==> config.mk <==
export PLATFORM = sky130hd
export DESIGN_NAME = bsj_tap
export DESIGN_NICKNAME = d
export VERILOG_FILES = /design/src/shared/bsj_pkg.sv /design/src/rtl/bsj_tap.sv
export VERILOG_INCLUDE_DIRS = /design/src /design/src/shared
export SDC_FILE = /design/constraint.sdc
export NUM_CORES = 1
export LEC_CHECK = 0
export BUFFER_PORTS_ARGS = -buffer_cell sky130_fd_sc_hd__buf_2
export CAP_MARGIN = 10
export CORE_ASPECT_RATIO = 0.75
export CORE_MARGIN = 10
export CORE_UTILIZATION = 50
export DETAILED_ROUTE_END_ITERATION = 8
export PLACE_DENSITY = 0.72
export SETUP_SLACK_MARGIN = 0.15
export SYNTH_ARGS = -nofsm -noshare
export SYNTH_HDL_FRONTEND = slang
export SYNTH_SLANG_ARGS = --single-unit
==> constraint.sdc <==
create_clock -name clk -period 2.4 [get_ports clk]
set_clock_uncertainty 0.15 [all_clocks]
set_input_delay 0.36 -clock clk [delete_from_list [all_inputs] [get_ports clk]]
set_output_delay 0.36 -clock clk [all_outputs]
set_load 0.02 [all_outputs]
==> src/shared/bsj_consts.svh <==
// Behaviour
// - 3-bit instruction register: shift stage plus latched instruction.
// - Shift-IR shifts the instruction stage toward the output each rise.
// - Rise into Update-IR: its falling edge latches the shift stage.
// - 010 sample/preload and 000 extest pick boundary; 111 bypass.
// - 011 clamp, 100 high-Z, 001 idcode; idcode picks identification.
// - Sample/preload captures pins in Capture-DR, shifts in Shift-DR.
// - Extest drives outputs from boundary latches and captures inputs.
// - Bypass routes serial data through one bypass stage.
// - Idcode loads the identification value in Capture-DR, shifts it out.
// - Test-Logic-Reset forces idcode into the current instruction.
// - Id value from LSB: 1, 11-bit maker, 16-bit device, 4-bit version.
// - High-Z floats all outputs and puts the bypass stage in the path.
// - Clamp holds outputs from boundary latches; bypass stage in path.
// - Boundary register: 126 cells, shift path and latched output.
// - Identification register: 32-bit shift stage and 32-bit latch.
// - Controller steps on test clock rises, per sampled mode select; test reset forces Test-Logic-Reset without a rise.
// - Capture-IR loads a fixed pattern into the instruction shift stage.
// - Update-DR fall copies the selected shift stage into its latches.
`ifndef BSJ_CONSTS_SVH
`define BSJ_CONSTS_SVH
// =====================================================
// instruction register
`define BSJ_IR_W        3
`define BSJ_OP_EXTEST   3'h0
`define BSJ_OP_IDCODE   3'h1
`define BSJ_OP_SAMPLE   3'h2
`define BSJ_OP_CLAMP    3'h3
`define BSJ_OP_HIGHZ    3'h4
`define BSJ_OP_BYPASS   3'h7
`define BSJ_IR_CAPTURE  3'h1
// =====================================================
// data registers
`define BSJ_BSR_LEN     126
`define BSJ_ID_W        32
// identity fields, values arbitrary
`define BSJ_ID_VERSION  4'h3
`define BSJ_ID_DEVICE   16'h5A5A
`define BSJ_ID_MAKER    11'h155
`endif

==> src/shared/bsj_pkg.sv <==
package bsj_pkg;
  // =====================================================
  // tap controller states
  typedef enum logic [3:0] {
    ST_TLR, ST_RTI, ST_SEL_DR, ST_CAP_DR, ST_SH_DR, ST_EX1_DR,
    ST_PAU_DR, ST_EX2_DR, ST_UPD_DR, ST_SEL_IR, ST_CAP_IR,
    ST_SH_IR, ST_EX1_IR, ST_PAU_IR, ST_EX2_IR, ST_UPD_IR
  } bsj_tap_e;
  // =====================================================
  // selected data register
  typedef enum logic [1:0] {SEL_BYP, SEL_BSR, SEL_IDR} bsj_dsel_e;
  // =====================================================
  // sampled link pins
  typedef struct packed {
    logic tck;
    logic tms;
    logic tdi;
  } bsj_link_s;
endpackage

==> src/rtl/bsj_tap.sv <==
`timescale 1ns/10ps
`default_nettype none
`include "bsj_consts.svh"
module bsj_tap
  import bsj_pkg::*;
#(
  parameter int BSR_LEN = `BSJ_BSR_LEN,
  parameter int ID_W    = `BSJ_ID_W
) (
  // clock and reset
  input  wire logic               clk,
  input  wire logic               rst_b,
  // test access port
  input  wire logic               test_clock_in,
  input  wire logic               test_mode_select_in,
  input  wire logic               test_serial_in,
  input  wire logic               test_reset_n,
  output logic                    test_serial_out,
  output logic                    test_serial_out_oe_n,
  // device pins and core
  input  wire logic [BSR_LEN-1:0] pin_in,
  input  wire logic [BSR_LEN-1:0] core_out,
  input  wire logic               core_oe_n,
  output logic      [BSR_LEN-1:0] pin_out,
  output logic                    pin_oe_n,
  // identification latch
  output logic      [ID_W-1:0]    id_par_out
);
  // =====================================================
  // synchronisers
  bsj_link_s          link_m_q, link_s_q;
  logic               tck_prev_q;
  logic               trst_m_q, trst_s_q;
  logic [BSR_LEN-1:0] pin_m_q, pin_s_q;
  logic               trst_arst_n;
  logic               rise, fall;

  assign trst_arst_n = rst_b & test_reset_n;

  always_ff @(posedge clk or negedge rst_b)
  begin
    if (!rst_b)
    begin
      link_m_q   <= '0;
      link_s_q   <= '0;
      tck_prev_q <= 1'b0;
      pin_m_q    <= '0;
      pin_s_q    <= '0;
    end
    else
    begin
      link_m_q   <= {test_clock_in, test_mode_select_in, test_serial_in};
      link_s_q   <= link_m_q;
      tck_prev_q <= link_s_q.tck;
      pin_m_q    <= pin_in;
      pin_s_q    <= pin_m_q;
    end
  end

  // test reset asserts at once, releases through two flops
  always_ff @(posedge clk or negedge trst_arst_n)
  begin
    if (!trst_arst_n)
    begin
      trst_m_q <= 1'b0;
      trst_s_q <= 1'b0;
    end
    else
    begin
      trst_m_q <= 1'b1;
      trst_s_q <= trst_m_q;
    end
  end

  assign rise = link_s_q.tck & ~tck_prev_q;
  assign fall = ~link_s_q.tck & tck_prev_q;

  // =====================================================
  // tap controller and test registers
  localparam logic [ID_W-1:0] ID_VALUE =
    {`BSJ_ID_VERSION, `BSJ_ID_DEVICE, `BSJ_ID_MAKER, 1'b1};

  bsj_tap_e               st_q, st_d;
  logic [`BSJ_IR_W-1:0]   ir_sh_q, ir_sh_d, ir_par_q, ir_par_d;
  logic [BSR_LEN-1:0]     bsr_sh_q, bsr_sh_d, bsr_par_q, bsr_par_d;
  logic [ID_W-1:0]        idr_sh_q, idr_sh_d, idr_par_q, idr_par_d;
  logic                   byp_q, byp_d;
  logic                   tdo_q, tdo_d, tdo_oe_n_q, tdo_oe_n_d;
  bsj_dsel_e              dsel;
  logic                   tms;

  assign tms = link_s_q.tms;

  always_comb
  begin
    unique case (ir_par_q)
      `BSJ_OP_SAMPLE, `BSJ_OP_EXTEST: dsel = SEL_BSR;
      `BSJ_OP_IDCODE:                 dsel = SEL_IDR;
      default:                        dsel = SEL_BYP;
    endcase
  end

  always_comb
  begin
    st_d       = st_q;
    ir_sh_d    = ir_sh_q;
    ir_par_d   = ir_par_q;
    bsr_sh_d   = bsr_sh_q;
    bsr_par_d  = bsr_par_q;
    idr_sh_d   = idr_sh_q;
    idr_par_d  = idr_par_q;
    byp_d      = byp_q;
    tdo_d      = tdo_q;
    tdo_oe_n_d = tdo_oe_n_q;
    if (!trst_s_q)
    begin
      st_d       = ST_TLR;
      tdo_oe_n_d = 1'b1;
    end
    else if (rise)
    begin
      // next state from sampled mode select
      unique case (st_q)
        ST_TLR:    st_d = tms ? ST_TLR    : ST_RTI;
        ST_RTI:    st_d = tms ? ST_SEL_DR : ST_RTI;
        ST_SEL_DR: st_d = tms ? ST_SEL_IR : ST_CAP_DR;
        ST_CAP_DR: st_d = tms ? ST_EX1_DR : ST_SH_DR;
        ST_SH_DR:  st_d = tms ? ST_EX1_DR : ST_SH_DR;
        ST_EX1_DR: st_d = tms ? ST_UPD_DR : ST_PAU_DR;
        ST_PAU_DR: st_d = tms ? ST_EX2_DR : ST_PAU_DR;
        ST_EX2_DR: st_d = tms ? ST_UPD_DR : ST_SH_DR;
        ST_UPD_DR: st_d = tms ? ST_SEL_DR : ST_RTI;
        ST_SEL_IR: st_d = tms ? ST_TLR    : ST_CAP_IR;
        ST_CAP_IR: st_d = tms ? ST_EX1_IR : ST_SH_IR;
        ST_SH_IR:  st_d = tms ? ST_EX1_IR : ST_SH_IR;
        ST_EX1_IR: st_d = tms ? ST_UPD_IR : ST_PAU_IR;
        ST_PAU_IR: st_d = tms ? ST_EX2_IR : ST_PAU_IR;
        ST_EX2_IR: st_d = tms ? ST_UPD_IR : ST_SH_IR;
        ST_UPD_IR: st_d = tms ? ST_SEL_DR : ST_RTI;
      endcase
      if (st_q == ST_CAP_IR)
        ir_sh_d = `BSJ_IR_CAPTURE;
      if (st_q == ST_SH_IR)
        ir_sh_d = {link_s_q.tdi, ir_sh_q[`BSJ_IR_W-1:1]};
      if (st_q == ST_CAP_DR)
      begin
        unique case (dsel)
          SEL_BSR: bsr_sh_d = pin_s_q;
          SEL_IDR: idr_sh_d = ID_VALUE;
          SEL_BYP: byp_d    = 1'b0;
        endcase
      end
      if (st_q == ST_SH_DR)
      begin
        unique case (dsel)
          SEL_BSR: bsr_sh_d = {link_s_q.tdi, bsr_sh_q[BSR_LEN-1:1]};
          SEL_IDR: idr_sh_d = {link_s_q.tdi, idr_sh_q[ID_W-1:1]};
          SEL_BYP: byp_d    = link_s_q.tdi;
        endcase
      end
    end
    else if (fall)
    begin
      if (st_q == ST_UPD_IR)
        ir_par_d = ir_sh_q;
      if (st_q == ST_UPD_DR)
      begin
        unique case (dsel)
          SEL_BSR: bsr_par_d = bsr_sh_q;
          SEL_IDR: idr_par_d = idr_sh_q;
          SEL_BYP: byp_d     = byp_q;
        endcase
      end
      // serial output moves on the falling edge only
      tdo_oe_n_d = 1'b1;
      if (st_q == ST_SH_IR)
      begin
        tdo_d      = ir_sh_q[0];
        tdo_oe_n_d = 1'b0;
      end
      else if (st_q == ST_SH_DR)
      begin
        tdo_oe_n_d = 1'b0;
        unique case (dsel)
          SEL_BSR: tdo_d = bsr_sh_q[0];
          SEL_IDR: tdo_d = idr_sh_q[0];
          SEL_BYP: tdo_d = byp_q;
        endcase
      end
    end
    if (st_q == ST_TLR)
      ir_par_d = `BSJ_OP_IDCODE;
  end

  always_ff @(posedge clk or negedge rst_b)
  begin
    if (!rst_b)
    begin
      st_q       <= ST_TLR;
      ir_sh_q    <= '0;
      ir_par_q   <= `BSJ_OP_IDCODE;
      bsr_sh_q   <= '0;
      bsr_par_q  <= '0;
      idr_sh_q   <= '0;
      idr_par_q  <= '0;
      byp_q      <= 1'b0;
      tdo_q      <= 1'b0;
      tdo_oe_n_q <= 1'b1;
    end
    else
    begin
      st_q       <= st_d;
      ir_sh_q    <= ir_sh_d;
      ir_par_q   <= ir_par_d;
      bsr_sh_q   <= bsr_sh_d;
      bsr_par_q  <= bsr_par_d;
      idr_sh_q   <= idr_sh_d;
      idr_par_q  <= idr_par_d;
      byp_q      <= byp_d;
      tdo_q      <= tdo_d;
      tdo_oe_n_q <= tdo_oe_n_d;
    end
  end

  // =====================================================
  // pin drive
  logic [BSR_LEN-1:0] pin_out_q, pin_out_d;
  logic               pin_oe_n_q, pin_oe_n_d;
  logic               drive_bsr;

  assign drive_bsr = (ir_par_q == `BSJ_OP_EXTEST) ||
                     (ir_par_q == `BSJ_OP_CLAMP);

  always_comb
  begin
    pin_out_d  = drive_bsr ? bsr_par_q : core_out;
    pin_oe_n_d = drive_bsr ? 1'b0 : core_oe_n;
    if (ir_par_q == `BSJ_OP_HIGHZ)
      pin_oe_n_d = 1'b1;
  end

  always_ff @(posedge clk or negedge rst_b)
  begin
    if (!rst_b)
    begin
      pin_out_q  <= '0;
      pin_oe_n_q <= 1'b1;
    end
    else
    begin
      pin_out_q  <= pin_out_d;
      pin_oe_n_q <= pin_oe_n_d;
    end
  end

  assign pin_out              = pin_out_q;
  assign pin_oe_n             = pin_oe_n_q;
  assign test_serial_out      = tdo_q;
  assign test_serial_out_oe_n = tdo_oe_n_q;
  assign id_par_out           = idr_par_q;
endmodule // bsj_tap
`default_nettype wire

-- Word level (Yosys, flattened, before mapping)
Cells that the tools add are included.
- bits in registers: 717
- input port bits: 259
- output and inout port bits: 161
- word-level logic and storage cells: 120
- equal/unequal tests: 25
- muxes and demuxes: 46
- bitwise operators: 6
- reductions and logical operators: 20
- operators with widths (operator ; count):
    126-bit two-way mux ; 5
    32-bit two-way mux ; 4
    4-bit one-hot mux with 12 select lines ; 1
    4-bit == test (second input constant) ; 8
    3-bit two-way mux ; 9
    4-bit two-way mux ; 6
    4-bit by 3-bit == test with 1-bit output (second input constant) ; 4
    1-bit two-way mux ; 16
    5-bit AND reduction ; 2
    2-bit nonzero test ; 5
    4-bit by 2-bit == test with 1-bit output (second input constant) ; 2
    4-bit AND reduction ; 2
    3-bit by 2-bit == test with 1-bit output (second input constant) ; 2
    2-bit two-way mux ; 3
    2-bit by 1-bit inequality test with 1-bit output (second input constant) ; 3
    2-bit OR reduction ; 3
    4-bit by 1-bit == test with 1-bit output (second input constant) ; 1
    4-bit logical NOT ; 1
    2-bit one-hot mux with 2 select lines ; 1
    2-bit AND reduction ; 2
    1-bit AND ; 3
    3-bit by 1-bit == test with 1-bit output (second input constant) ; 1
    3-bit == test (second input constant) ; 1
    3-bit logical NOT ; 1
    9 further kinds ; 11

-- Depth between registers and ports, before layout
- word-level depth: 8
- depth in mapped cells: 9
- gate-level depth less buffers: 4

-- Least setup slack after synthesis
Ideal clock, no wire load.
- path kind: register to register
- start: register ir_par_q[0]
- end: register pin_out_q[100] (netlist: pin_out[100])
- arrival: 2.099 ns
- data required time: 2.125 ns
- setup slack: 0.026 ns
- stages on the path, launching flop included: 7
- period minus slack after synthesis: 2.374 ns
- cell sequence: dfstp_2 -> clkbuf_1 -> xor2_1 -> nor2_1 -> clkbuf_1 -> buf_2 -> mux2_2
- longest elaborated chain between the ends: 3
- elaborated cells between the ends (all ways): 4
- RTL lines (item ; line ; text):
    start, declared ; bsj_tap.sv:84 ; logic [`BSJ_IR_W-1:0] ir_sh_q, ir_sh_d, ir_par_q, ir_par_d;
    start signal, assigned ; bsj_tap.sv:201 ; ir_par_q <= `BSJ_OP_IDCODE;
    start signal, assigned ; bsj_tap.sv:214 ; ir_par_q <= ir_par_d;
    3-bit by 2-bit == test with 1-bit output (no source line) / 3-bit logical NOT (equally long branches) ; n/a ;
    1-bit logical OR * ; bsj_tap.sv:231 ; assign drive_bsr = (ir_par_q == `BSJ_OP_EXTEST) ||
    126-bit two-way mux * ; bsj_tap.sv:236 ; pin_out_d = drive_bsr ? bsr_par_q : core_out;
    named net pin_out_d[100] ; bsj_tap.sv:227 ; logic [BSR_LEN-1:0] pin_out_q, pin_out_d;
    end signal, assigned ; bsj_tap.sv:251 ; pin_out_q <= pin_out_d;
    end, declared ; bsj_tap.sv:227 ;
The timed path passes the listed nets; every way through them passes the cells marked *.
A chain may end at the register's enable or synchronous reset.

-- Worst setup path in the final report
- start: register ir_par_q[0]
- end: register bsr_sh_q[65]
- longest elaborated chain between the ends: 8
- elaborated cells between the ends (all ways): 10
- RTL lines (item ; line ; text):
    3-bit by 2-bit == test with 1-bit output / 3-bit logical NOT (equally long branches) ; bsj_tap.sv:96 ; unique case (ir_par_q)
    2-bit OR reduction ; bsj_tap.sv:96 ;
    2-bit one-hot mux with 2 select lines * ; bsj_tap.sv:96 ;
    2-bit by 1-bit == test with 1-bit output * ; bsj_tap.sv:147, bsj_tap.sv:155 ;
    126-bit two-way mux ; bsj_tap.sv:147 ; unique case (dsel)
    126-bit two-way mux ; bsj_tap.sv:145 ; if (st_q == ST_CAP_DR)
    126-bit two-way mux ; bsj_tap.sv:155 ; unique case (dsel)
    126-bit two-way mux * ; bsj_tap.sv:153 ; if (st_q == ST_SH_DR)
    end signal, assigned ; bsj_tap.sv:215 ; bsr_sh_q <= bsr_sh_d;
    end, declared ; bsj_tap.sv:85 ; logic [BSR_LEN-1:0] bsr_sh_q, bsr_sh_d, bsr_par_q, bsr_par_d;
Mark *: on every way between the ends. The rest lies on a longest branch, timed or not.

==> metrics.txt <==
outcome finished, final reports clean; die area ~60,000 µm²; Switch Pwr 5460 µW; DR WL met3 slightly below 3000 µm; drt pass-1 iters 5; Fin Hold WS around 0.16 ns; M1 WL approximately 27,000 µm; Post-synth EDFFs 0; FF+latch count, synth a little over 700; Pleak between 0.015 and 0.02 µW; largest net degree at the start of global routing 127; switching fraction of total power ~22%; RSZ-0062 raised after global routing yes; share of post-route cells with drive strength above 1 approximately two fifths; Synth Flop Type dfrtp_1; worst-margin pin slew roughly 0.63 ns; Worst R2R Start ir_par_q[0]; fill count 3,204; P&R area growth vs syn 32.9%; Final min period ~2.2 ns; vias in the first global route around 17k; remaining antenna violation count after routing 0; WP depth 5; commonest non-fill, non-tap cell in the layout dfrtp_1; Post-DP HPWL about 38,000 µm; pwr dens approximately 750 nW/µm²; crit-path max cell delay 0.53 ns; DR top layer met5; routed vias/inst roughly 5.4; commonest non-fill, non-tap cells in the layout dfrtp_1 (712), buf_2 (418), mux2_2 (284); Cells after DPL 2,510; CTS Buf Count 68; Detailed Route Iter0 Violations between 800 and 900; Initial Utilization between 50% and 60%; Combinational Power Share roughly 5.6%; routed wire length 63,700 µm; Peak VDD IR 0.752 mV; cell row count 70; CTS tree yes; Die Y approximately 210 µm; root buffer cell clkbuf_16; CP endpoint kind flip-flop; Seq/Total Area, Yosys about 73%; routed via count about 16k; Post-Syn Area around 25,000 µm²; post-layout net count 2,456; endpoints failing setup 0; max-cap violations 0; Yosys cell types slightly below 50; Ports 420; clock transition at the registers of the reported paths 0.07 ns; H-tree Lvls 3; RD Place Congestion about 0.8; GRT overflow 0; Ys Warns 0; CP cell instances nor2_2 > or4b_4 > buf_16 > o22ai_1 > a2bb2oi_2; post-synth net total ~1.8k; Max Buffers Root-to-Sink 3; Crit Path Max Fanout 126; Worst path top cell family by delay simple AND/OR/NAND/NOR gates; metal2 WL 32,500 µm; fin cells 2,901; max_slew headroom between 50% and 60%; critical path launch point type flip-flop; area occupied by multi-input gates 6280 µm²; crit path to bsr_sh_q[65]; Core Area around 50,000 µm²; Clock power frac between 40% and 50%; R2R cell count 5; fin. max-slew vios 0; R2R setup slack just under 0.2 ns; Synth async-reset ratio 100%; Mapped Avg Cell Area 16.5 µm²; Reg area ~18,000 µm²; Worst EP arrival 2.52 ns; first-pass GRT wire length between 90,000 and 100,000 µm; input/output buffers 419; Max Freq 0.453 GHz; Residual DRC 0; Setup CP Type reg2reg; Die X around 280 µm; Fin Setup TNS 0 ns; Global Route Usage Sum 21.5%; clk_lat worst skew approximately 0.60 ns; Final period util between 90% and 100%; CP max-delay cell or4b_4; worst path buffer plus inverter count 1; Min-Delay Path Class in2async; initial antenna violation count 4; cell internal pwr 19,200 µW; crit path from ir_par_q[0]; clock sink count 717; WL per Instance approximately 22 µm; Syn Inst Count approximately 1.5k; sequential power share about 51%; Crit path required time ~2.7 ns; worst r2r dst bsr_sh_q[65]; Fin. Hold Viols 0
[stage by stage]
| stage | instance area (µm²) | util [%] | setup slack [ns] | power [µW] |
|---|---|---|---|---|
| global route | 32700 | 67.2 | 0.136 | 25500 |
| finish | 32700 | 67.2 | 0.193 | 24700 |
| global placement | 27800 | 57.0 | 0.215 | 13800 |
| detailed placement | 27800 | 57.0 | 0.127 | 13900 |
| CTS | 32600 | 67.0 | 0.232 | 24900 |
| floorplan | 24600 | - | 0.223 | 13100 |
[power by group through the flow]
stage | clock (µW) | sequential, µW | combinational [µW]
2_1_floorplan | 0 | 12900 | 198
3_3_place_gp | 0 | 12800 | 1020
3_5_place_dp | 0 | 12800 | 1040
4_1_cts | 10900 | 12600 | 1390
5_1_grt | 11400 | 12600 | 1510
6_report | 10700 | 12600 | 1390
[timing repair]
| action | in CTS | in global routing |
|---|---|---|
| cloned | 1 | 1 |
| pin swaps | 1 | 1 |
| gates resized for setup | 1 | 7 |
| hold buffers | 259 | 0 |
| setup buffers | 2 | 2 |
| setup endpoints to repair | 40 | 51 |
| hold endpoints to repair | 326 | 0 |
[final cells by class]
cell class | count | area share (%)
antenna | 4 | 0.0306
clock inverter | 29 | 0.922
inverter | 4 | 0.0459
tap | 648 | 2.48
clock buffer | 93 | 5.86
timing repair buffer | 736 | 16.6
multi-input combinational | 670 | 19.2
sequential | 717 | 54.9
[registers in the layout, indices dropped and copies added, names as in the netlist, 4 cells and up]
| signal | flops |
|---|---|
| st_q | 4 |
| bsr_par_q | 126 |
| idr_sh_q | 32 |
| bsr_sh_q | 126 |
| pin_out | 126 |
| pin_s_q | 126 |
| id_par_out | 32 |
| pin_m_q | 126 |
[worst min-delay path by stage]
| stage | startpoint | to | slack, ns | depth (start not counted) |
|---|---|---|---|---|
| CTS | rst_b | bsr_par_q[104] | 0.17 | 2 |
| detailed placement | test_reset_n | trst_m_q | 0.12 | 2 |
| finish | rst_b | bsr_par_q[104] | 0.16 | 2 |
| global placement | test_reset_n | trst_m_q | 0.11 | 2 |
| floorplan | rst_b | bsr_par_q[0] | -0.09 | 0 |
| global route | rst_b | bsr_par_q[104] | 0.19 | 2 |
[cell usage after synthesis, types with 4 or more instances]
cell type  instances  area [µm²]
o21ai_0           15        75.1
nor2_1             6        22.5
o22a_1            16         140
a2bb2oi_2         40         601
nand2_1           21        78.8
inv_1              4        15.0
nand2b_1           8        50.1
o22ai_1          126         788
buf_6              5        56.3
mux2_2           284        3200
clkbuf_1          57         214
buf_1             17        63.8
a21oi_1            4        20.0
a22o_1            16         140
dfrtp_1          714       17900
a2bb2oi_1         86         753
buf_2             21         105
[per-layer routing]
metal / global-route usage [%] / vias up
met3: 4.25 / 112
met4: 7.41 / 2
met5: 0 / -
li1: - / 6888
met2: 36.4 / 458
met1: 27.5 / 8093
[cell families after synthesis]
group,after synthesis,synth area share [%]
buffers and inverters,104,1.84
AND/OR/NAND/NOR,62,1.38
XOR/XNOR,2,0.0712
AO/OA/AOI/OAI,320,10.8
flip-flops,717,72.9
multiplexers,285,13.0
other,1,0.0152
Power figures use the tool's default switching activity.
